## src/rtl/sosw_pkg.sv

```systemverilog
// sosw_pkg: field positions, codes and selections of the safety option status words.
// assumes: shared by the status word block and the bench; holds definitions only.
package sosw_pkg;

  // word widths and read selects
  localparam int          WORD_W        = 32;
  localparam logic [0:0]  SEL_FIRST     = 1'h0;  // first status word
  localparam logic [0:0]  SEL_SECOND    = 1'h1;  // second status word

  // first status word field positions
  localparam int          S1_NORMAL     = 0;
  localparam int          S1_SELFTEST   = 1;
  localparam int          S1_TORQUE_OFF = 2;
  localparam int          S1_STOP_ONE   = 3;
  localparam int          S1_OUT_LOW    = 8;
  localparam int          S1_INIT       = 9;
  localparam int          S1_ACK_REQ    = 10;
  localparam int          S1_INT_FAIL   = 11;
  localparam int          S1_RESET_REQ  = 12;
  localparam int          S1_FS_PEND    = 13;
  localparam int          S1_EXT_FAIL   = 14;
  localparam int          S1_FUNC_PEND  = 15;
  localparam int          S1_GEN_RESET  = 16;
  localparam int          S1_CUST_CONF  = 17;
  localparam int          S1_CUST_ABORT = 18;
  localparam int          S1_CUST_REQ   = 19;
  localparam int          S1_TEST_WARN  = 21;
  localparam int          S1_ERR_LSB    = 24;
  localparam int          ERR_W         = 8;

  // second status word field positions
  localparam int          S2_DI_LSB     = 0;
  localparam int          DI_W          = 2;
  localparam int          S2_BLANK      = 4;
  localparam int          S2_BUS_LSB    = 5;
  localparam int          BUS_W         = 3;
  localparam int          S2_BUS_FUNC   = 8;
  localparam int          S2_BUS_LINK   = 9;

  // safe input state encoding
  localparam logic [1:0]  DI_INACTIVE   = 2'h0;
  localparam logic [1:0]  DI_ACTIVE     = 2'h1;
  localparam logic [1:0]  DI_PENDING    = 2'h2;
  localparam logic [1:0]  DI_ERROR      = 2'h3;

  // safe fieldbus support code: none, then four protocol codes
  localparam logic [2:0]  BUS_NONE      = 3'h0;
  localparam logic [2:0]  BUS_MAX       = 3'h4;

  // configurable status word selections
  localparam logic [7:0]  CSW_SEL_FUNC  = 8'h5A;  // selection 90
  localparam logic [7:0]  CSW_SEL_RESET = 8'h5B;  // selection 91

  // reset values
  localparam logic [31:0] WORD_RESET    = 32'h0000_0000;

endpackage : sosw_pkg

```

## src/rtl/sosw_status_words.sv

```systemverilog
// sosw_status_words: builds the two read-only safety option status words,
// serves reads of them and drives one mappable bit of the configurable status word.
// assumes: all status inputs come from safety option logic on CLK; no bus is added,
// reads and (refused) writes arrive on a plain select/strobe port.
`timescale 1ns/100ps

// Function
// Bit 0 high only in normal operation, low on any function, pending or warning.
// Bit 1 follows the power-up self test state.
// Bit 2 shows torque off active, bit 3 timed stop one active.
// Bit 8 zero for safe output at 24 V, one for 0 V.
// Bit 9 set while the option is initialized.
// Bit 10 requests operator acknowledgement; the controller supplies it.
// Bit 11 high while an internal failure is active.
// Bit 12 set while a safety option reset is required.
// Bit 13 flags a pending fail-safe state, entered at every power-up.
// Bit 14 high while an external failure is active.
// Bit 15 set while a safe function is pending.
// Bit 16 flags that a general reset was performed.
// Bits 17, 18, 19 flag customisation confirmed, aborted, requested.
// Bit 21 flags a power-up self test warning.
// Top byte of the first word carries the error code.
// Second word bits 1:0 give the safe input state.
// Second word bit 4 set in the blank initial state.
// Second word bits 7:5 give the supported safe fieldbus code.
// Bit 8 safe function active with link up, bit 9 link established.
// A status word bit may map to selection 91 reset or 90 function.
// First word readable from every interface, never writable, mappable as process data.
// Reserved bits read zero and writes never change them.
module sosw_status_words #(
  parameter logic [2:0] SAFE_BUS_CODE = 3'h0              // supported safe fieldbus code
) (
  input  wire logic        CLK,                           // system clock, 100 MHz
  input  wire logic        SRST,                          // synchronous reset, active high
  // live state of the safety option
  input  wire logic        SELF_TEST,                     // power-up self test running
  input  wire logic        TORQUE_OFF,                    // torque-off function active
  input  wire logic        STOP_ONE,                      // timed stop one function active
  input  wire logic        FAILSAFE_REACT,                // fail-safe reaction active
  input  wire logic        WARNING,                       // a warning is active
  input  wire logic        OUT_LOW,                       // safe output sits at 0 V
  input  wire logic        INITIALIZED,                   // option in initialized state
  input  wire logic        ACK_REQ,                       // operator acknowledgement needed
  input  wire logic        INT_FAIL,                      // internal failure active
  input  wire logic        EXT_FAIL,                      // external failure active
  input  wire logic        RESET_REQ,                     // safety option reset required
  input  wire logic        FS_PEND_SET,                   // pulse: fail-safe pending entered
  input  wire logic        FS_PEND_CLR,                   // pulse: fail-safe pending left
  input  wire logic        FUNC_PEND,                     // a safe function is pending
  input  wire logic [7:0]  ERR_CODE,                      // reason of internal/external error
  // event pulses
  input  wire logic        EV_GEN_RESET,                  // pulse: general reset done
  input  wire logic        EV_CUST_CONF,                  // pulse: customisation confirmed
  input  wire logic        EV_CUST_ABORT,                 // pulse: customisation aborted
  input  wire logic        EV_CUST_REQ,                   // pulse: customisation requested
  input  wire logic        EV_TEST_WARN,                  // pulse: self test warning issued
  // second word sources
  input  wire logic [1:0]  SAFE_INPUT_STATE,              // safe digital input state code
  input  wire logic        BLANK_STATE,                   // blank initial state
  input  wire logic        BUS_LINK,                      // safe fieldbus link established
  input  wire logic        BUS_FUNC,                      // safe function activated on bus
  // configurable status word mapping
  input  wire logic [7:0]  CSW_SEL,                       // selection for the mapped bit
  // register access port
  input  wire logic        RD_EN,                         // read strobe
  input  wire logic        RD_SEL,                        // 0 first word, 1 second word
  input  wire logic        WR_EN,                         // write strobe, always refused
  output logic [31:0]      RD_DATA,                       // read data, registered
  output logic             RD_VALID,                      // pulse: read data valid
  output logic             WR_REJECT,                     // pulse: write refused
  // process data and mapped bit
  output logic [31:0]      STATUS_FIRST,                  // first status word, live copy
  output logic [31:0]      STATUS_SECOND,                 // second status word, live copy
  output logic             CSW_BIT                        // mapped configurable status word bit
);

  logic [31:0] next_first;                                // combined first word
  logic [31:0] next_second;                               // combined second word
  logic        fs_pend;                                   // fail-safe pending flag
  logic        ev_gen_reset;                              // sticky event flags
  logic        ev_cust_conf;
  logic        ev_cust_abort;
  logic        ev_cust_req;
  logic        ev_test_warn;
  logic        rd_first;                                  // read of first word this cycle
  logic        safe_func_active;                          // any safe function active
  logic        normal_op;                                 // normal operation condition
  logic [2:0]  bus_code;                                  // bus support code, none when out of range

  // a read of the first word consumes its event flags
  assign rd_first = RD_EN && (RD_SEL == sosw_pkg::SEL_FIRST);

  // safe function active flag
  assign safe_func_active = TORQUE_OFF | STOP_ONE;

  // normal only with nothing active or pending
  assign normal_op = ~(safe_func_active | FAILSAFE_REACT | fs_pend | FUNC_PEND | WARNING);

  // out-of-range codes report no bus
  assign bus_code = (SAFE_BUS_CODE > sosw_pkg::BUS_MAX) ? sosw_pkg::BUS_NONE : SAFE_BUS_CODE;

  // pending fail-safe entered at power-up
  always_ff @(posedge CLK) begin
    if (SRST) begin
      fs_pend <= 1'b1;
    end else if (FS_PEND_SET) begin
      fs_pend <= 1'b1;
    end else if (FS_PEND_CLR) begin
      fs_pend <= 1'b0;
    end
  end

  // general reset event, set wins over read clear
  always_ff @(posedge CLK) begin
    if (SRST) begin
      ev_gen_reset <= 1'b0;
    end else if (EV_GEN_RESET) begin
      ev_gen_reset <= 1'b1;
    end else if (rd_first) begin
      ev_gen_reset <= 1'b0;
    end
  end

  // customisation confirmed event
  always_ff @(posedge CLK) begin
    if (SRST) begin
      ev_cust_conf <= 1'b0;
    end else if (EV_CUST_CONF) begin
      ev_cust_conf <= 1'b1;
    end else if (rd_first) begin
      ev_cust_conf <= 1'b0;
    end
  end

  // customisation aborted event
  always_ff @(posedge CLK) begin
    if (SRST) begin
      ev_cust_abort <= 1'b0;
    end else if (EV_CUST_ABORT) begin
      ev_cust_abort <= 1'b1;
    end else if (rd_first) begin
      ev_cust_abort <= 1'b0;
    end
  end

  // customisation requested event
  always_ff @(posedge CLK) begin
    if (SRST) begin
      ev_cust_req <= 1'b0;
    end else if (EV_CUST_REQ) begin
      ev_cust_req <= 1'b1;
    end else if (rd_first) begin
      ev_cust_req <= 1'b0;
    end
  end

  // self test warning event
  always_ff @(posedge CLK) begin
    if (SRST) begin
      ev_test_warn <= 1'b0;
    end else if (EV_TEST_WARN) begin
      ev_test_warn <= 1'b1;
    end else if (rd_first) begin
      ev_test_warn <= 1'b0;
    end
  end

  // assemble the first word; unlisted bits stay zero
  always_comb begin
    next_first = sosw_pkg::WORD_RESET;
    // normal operation
    next_first[sosw_pkg::S1_NORMAL]     = normal_op;
    // self test state
    next_first[sosw_pkg::S1_SELFTEST]   = SELF_TEST;
    // active safe functions
    next_first[sosw_pkg::S1_TORQUE_OFF] = TORQUE_OFF;
    next_first[sosw_pkg::S1_STOP_ONE]   = STOP_ONE;
    // one means output at 0 V
    next_first[sosw_pkg::S1_OUT_LOW]    = OUT_LOW;
    // initialized state
    next_first[sosw_pkg::S1_INIT]       = INITIALIZED;
    // acknowledgement request to the controller
    next_first[sosw_pkg::S1_ACK_REQ]    = ACK_REQ;
    // internal failure
    next_first[sosw_pkg::S1_INT_FAIL]   = INT_FAIL;
    // reset required
    next_first[sosw_pkg::S1_RESET_REQ]  = RESET_REQ;
    // fail-safe pending
    next_first[sosw_pkg::S1_FS_PEND]    = fs_pend;
    // external failure
    next_first[sosw_pkg::S1_EXT_FAIL]   = EXT_FAIL;
    // safe function pending
    next_first[sosw_pkg::S1_FUNC_PEND]  = FUNC_PEND;
    // general reset event
    next_first[sosw_pkg::S1_GEN_RESET]  = ev_gen_reset;
    // customisation events
    next_first[sosw_pkg::S1_CUST_CONF]  = ev_cust_conf;
    next_first[sosw_pkg::S1_CUST_ABORT] = ev_cust_abort;
    next_first[sosw_pkg::S1_CUST_REQ]   = ev_cust_req;
    // self test warning event
    next_first[sosw_pkg::S1_TEST_WARN]  = ev_test_warn;
    // error code in top byte
    next_first[sosw_pkg::S1_ERR_LSB +: sosw_pkg::ERR_W] = ERR_CODE;
  end

  // assemble the second word; unlisted bits stay zero
  always_comb begin
    next_second = sosw_pkg::WORD_RESET;
    // safe input state code
    next_second[sosw_pkg::S2_DI_LSB +: sosw_pkg::DI_W]   = SAFE_INPUT_STATE;
    // blank initial state
    next_second[sosw_pkg::S2_BLANK]                      = BLANK_STATE;
    // supported bus code
    next_second[sosw_pkg::S2_BUS_LSB +: sosw_pkg::BUS_W] = bus_code;
    // function on bus needs the link up
    next_second[sosw_pkg::S2_BUS_FUNC]                   = BUS_FUNC & BUS_LINK;
    next_second[sosw_pkg::S2_BUS_LINK]                   = BUS_LINK;
  end

  // live process data copies
  always_ff @(posedge CLK) begin
    if (SRST) begin
      STATUS_FIRST  <= sosw_pkg::WORD_RESET;
      STATUS_SECOND <= sosw_pkg::WORD_RESET;
    end else begin
      STATUS_FIRST  <= next_first;
      STATUS_SECOND <= next_second;
    end
  end

  // read port returns the word as seen this cycle
  always_ff @(posedge CLK) begin
    if (SRST) begin
      RD_DATA  <= sosw_pkg::WORD_RESET;
      RD_VALID <= 1'b0;
    end else begin
      RD_VALID <= RD_EN;
      if (RD_EN) begin
        RD_DATA <= (RD_SEL == sosw_pkg::SEL_SECOND) ? next_second : next_first;
      end
    end
  end

  // writes change nothing and are flagged as refused
  always_ff @(posedge CLK) begin
    if (SRST) begin
      WR_REJECT <= 1'b0;
    end else begin
      WR_REJECT <= WR_EN;
    end
  end

  // mapped configurable status word bit
  always_ff @(posedge CLK) begin
    if (SRST) begin
      CSW_BIT <= 1'b0;
    end else begin
      case (CSW_SEL)
        sosw_pkg::CSW_SEL_FUNC: begin
          CSW_BIT <= safe_func_active;
        end
        sosw_pkg::CSW_SEL_RESET: begin
          CSW_BIT <= RESET_REQ;
        end
        default: begin
          CSW_BIT <= 1'b0;                                // other selections not served here
        end
      endcase
    end
  end

endmodule : sosw_status_words

```

## config.mk

```make
export PLATFORM = sky130hd
export DESIGN_NAME = sosw_status_words
export DESIGN_NICKNAME = d
export VERILOG_FILES = /design/src/rtl/sosw_pkg.sv /design/src/rtl/sosw_status_words.sv
export SDC_FILE = /design/constraint.sdc
export NUM_CORES = 1
export LEC_CHECK = 0
export BUFFER_PORTS_ARGS = -buffer_cell sky130_fd_sc_hd__buf_2
export CAP_MARGIN = 25
export CORE_MARGIN = 5
export CORE_UTILIZATION = 25
export CTS_CLUSTER_DIAMETER = 150
export DETAILED_ROUTE_END_ITERATION = 16
export PLACE_DENSITY = 0.6
export SLEW_MARGIN = 40
export SYNTH_ARGS = -nofsm -noshare
export SYNTH_HDL_FRONTEND = slang
export SYNTH_SLANG_ARGS = --single-unit
```

## constraint.sdc

```tcl
create_clock -name CLK -period 1.4 [get_ports CLK]
set_input_delay 0.28 -clock CLK [delete_from_list [all_inputs] [get_ports CLK]]
set_output_delay 0.28 -clock CLK [all_outputs]
set_load 0.02 [all_outputs]
```

Word level (Yosys, flattened, before mapping)

Index checks and enable logic that the tools add are counted.

Bits in registers: 105
Latch bits: 0
RAM bits: 0
Memory bits (read-only): 0
Input bits: 45
Memories: 0

Add/subtract/negate cells: 0
Multipliers: 0
Divide/modulo/power cells: 0
Order comparisons: 0
Equal/unequal tests: 2
Shifts and indexed selects: 0
Mux-type cells: 8
Bitwise gates (word level): 8
Reductions and logical operators: 7

Operators with widths:

| cell                 | count |
|---|---|
| $mux W32             | 1 |
| $eq A8 B7 Y1 const B | 2 |
| $reduce_bool A2 Y1   | 5 |
| $mux W1              | 6 |
| $or A1 B1 Y1         | 5 |
| $not A1 Y1           | 2 |
| $pmux W1 S2          | 1 |
| $reduce_or A2 Y1     | 1 |
| $and A1 B1 Y1        | 1 |
| $logic_and A1 B1 Y1  | 1 |

Logic depth before layout (Yosys ltp)

Depth after elaboration: 7
Depth in mapped cells: 5
Mapped depth without buffers: 3

Worst setup path before layout

OpenSTA, ideal clock, no wires.

Path kind: in2reg
Start point: input SRST
End point: register RD_DATA[0]
Data arrival time: 1110 ps
Required time: 1330 ps
Path slack: 220 ps
Stages: 4
Cell sequence: buf_2 -> or4_4 -> nor4_4 -> o2bb2ai_1

RTL lines:

| what                 | RTL line                 | text |
|---|---|---|
| from (decl)          | sosw_status_words.sv:34  | `input wire logic SRST,` |
| to (signal assigned) | sosw_status_words.sv:234 | `RD_DATA <= sosw_pkg::WORD_RESET;` |
| to (signal assigned) | sosw_status_words.sv:239 | `RD_DATA <= (RD_SEL == sosw_pkg::SEL_SECOND) ? next_second : next_first;` |
| to (decl)            | sosw_status_words.sv:68  | `output logic [31:0] RD_DATA,` |

Final worst setup path

Start point: register RD_DATA[0]
End point: output RD_DATA[0]

No word-level cell between the ends.

==> impl_metrics.py <==
metrics = {
    "run": {
        "cap_violations": 0,
    },
    "cells_and_area": {
        "final_common_cell": "buf_2",
        "final_cells": 493,
        "mostFrequentLayoutCells": "buf_2 (103), dfxtp_1 (65), nor2b_1 (42)",
        "multiInputGateArea_um2": 934.6,
        "final_nets": 400,
        "fillers": 1009,
        "regArea_mm2": 0.001301,
        "n_antenna_cell": 0,
        "area_growth_pct": 29.13,
        "drive_gt1_share_pct": 34.44,
    },
    "sta": {
        "max_freq_ghz": 0.8613,
        "post-route-period-util_pct": 82.94,
        "post-route-min-period_ns": 1.161,
        "setup_viol": 0,
        "clock_skew_ns": 0.01067,
        "holdWs_ns": 0.1346,
        "hold_viol_final": 0,
        "max_slew_margin_pct": 64.04,
        "setup_ws_ns": 0.2389,
        "rsz0062_at_grt": "false",
        "final_max_slew_viol_count": 0,
        "worstMarginPinSlew_ns": 0.5369,
    },
    "place": {
        "post-dp-hpwl_um": 4383,
        "gp_congestion": 0.7212,
        "portBuffers": 103,
        "dp_cells": 477,
        "pre_cts_slack_ns": 0.02145,
    },
    "yosys": {
        "synth_top_family_by_area": "simple AND/OR/NAND/NOR gates",
        "synth-seq-area-share_pct": 53.06,
        "synth_compound_area_share_pct": 7.296,
        "netlist_area_mm2": 0.002452,
        "syn-instance-count": 253,
        "synth-simple-area-share_pct": 23.78,
        "synth_cell_types": 24,
        "synthAdderAreaFrac_pct": 0,
        "avgSynthCellArea_um2": 9.693,
        "synth-xor-area-share_pct": 0,
        "ys_seq_elements": 65,
        "synth_mux_area_share_pct": 0.8163,
        "ys_warn_count": 0,
    },
    "global_route": {
        "antenna_found_initial": 0,
        "grt_usage_pct": 10.17,
        "grt_max_degree": 64,
        "grt_overflow": 0,
        "grt_pass1_vias": 1799,
        "grt_pass1_wl_um": 9052,
    },
    "min_path": {
        "min_from": "FS_PEND_CLR",
        "hold_class": "input port to flop",
    },
    "routing": {
        "initialDrtViolationCount": 99,
        "viasPerCell": 3.791,
        "drc": 0,
        "drt_wl_total_um": 6071,
        "num_vias": 1869,
        "ant_nets": 0,
        "drt_first_pass_iters": 4,
        "wl_per_cell_um": 12.31,
    },
    "floorplanning": {
        "coreArea_mm2": 0.009684,
        "die_y_um": 109.0,
        "num_rows": 36,
        "die_area_mm2": 0.01189,
        "io_pins": 144,
        "die_x_um": 109.0,
        "start_util_pct": 25.32,
    },
    "clocking": {
        "path_clk_slew_ns": 0.08,
        "cts-root-buf": "clkbuf_8",
        "htreeDepth": 3,
        "ctsResizeCount": 0,
        "clock_sinks": 65,
        "cts_tree": "yes",
        "holdBufCountCts": 0,
        "cts_buffer_depth": 2,
        "cts_made_buffers": 9,
        "postCtsSetupBuffers": 0,
        "clk-insertion-delay-late_ns": 0.34,
    },
    "pwr": {
        "max-vdd-ir-drop_mv": 0.4647,
        "p_total_mw": 4.213,
        "p_leak_nw": 1.510,
        "pwr_density_cell_mw_per_mm2": 1330,
    },
    "critical_path": {
        "crit_family": "flip-flops",
        "endpoint_kind": "output pin",
        "required_ns": 1.12,
        "crit_arrival_ns": 0.88,
        "critPathMaxStageDelay_ns": 0.36,
        "cp_cell_sequence": "buf_2",
        "critPathMaxFanout": 2,
        "crit_path_start_kind": "flop",
        "criticalPathCategory": "flop to output pin",
        "r2r-start": "fs_pend",
        "slowest_stage": "dfxtp_1",
        "crit_start": "RD_DATA[0]",
        "cp_num_buf_inv": 1,
    },
    "run_status": {
        "status": "complete, no violations",
    },
}
## Yosys cell counts
cell type / count / area (um^2)
nand3b_1: 10 / 75.07
buf_2: 7 / 35.03
mux2i_1: 2 / 20.02
conb_1: 1 / 3.750
a31oi_1: 1 / 6.260
or4_4: 1 / 11.26
clkbuf_1: 7 / 26.28
nor4bb_1: 1 / 10.01
buf_4: 40 / 300.3
nand2b_1: 13 / 81.33
and2_1: 1 / 6.260
nand4_1: 1 / 6.260
o21ai_0: 1 / 5.000
a311oi_1: 1 / 8.760
nor2b_1: 43 / 269.0
nor2_1: 22 / 82.58
a21oi_1: 27 / 135.1
a211oi_1: 2 / 15.01
nor4_4: 1 / 21.27
nor3_1: 2 / 10.01
inv_1: 1 / 3.750
o2bb2ai_1: 1 / 8.760
nand3_1: 2 / 10.01
dfxtp_1: 65 / 1301
## metal layers
layer / track usage [%] / vias to the layer above / wire [um]
met1: 12.56 / 824 / 2609
met3: 3.138 / 10 / 646
met2: 15.70 / 98 / 2694
met5: 0 / - / 0
li1: - / 937 / -
met4: 5.591 / 0 / 120
## final cells by class
type / instances / area share, %
multi-input cells: 172 / 29.51
clock buffers: 10 / 4.030
flip-flops and latches: 65 / 41.09
inverters: 1 / 0.1185
repair buffers: 106 / 17.38
clock inverters: 6 / 2.608
well taps: 133 / 5.255
## where the power goes
group | internal, mW | switching (mW)
clock network | 0.994 | 0.713
logic | 0.176 | 0.359
registers | 1.94 | 0.0322
## path summary, 6_finish.rpt
kind / to / slack, ns / depth (start not counted)
worst max-delay path: RD_DATA[0] / 0.24 / 1
worst min-delay path: fs_pend / 0.13 / 2
worst max register to register: RD_DATA[0] / 0.51 / 2
worst min register to register: RD_DATA[2] / 0.47 / 2
## sequential cells by signal, indices dropped and copies added (netlist names)
signal,cells
CSW_BIT,1
RD_DATA,26
RD_VALID,1
STATUS_FIRST,25
STATUS_SECOND,5
WR_REJECT,1
ev_cust_abort,1
ev_cust_conf,1
ev_cust_req,1
ev_gen_reset,1
ev_test_warn,1
fs_pend,1
## cell families after synthesis
group | Yosys count
muxes | 2
DFF | 65
and+or+nand+nor | 97
other | 1
buffers and inverters | 55
AOI/OAI and AO/OA | 33
## per-stage QoR
stage	util, %	area [um^2]	TNS, ns
5_1_grt	32.70	3167	0
4_1_cts	32.70	3167	0
3_5_place_dp	30.53	2957	0
6_report	32.70	3167	0
2_1_floorplan	-	2599	0
3_3_place_gp	30.50	2954	-0.2353
Power figures use the tool's default switching activity.
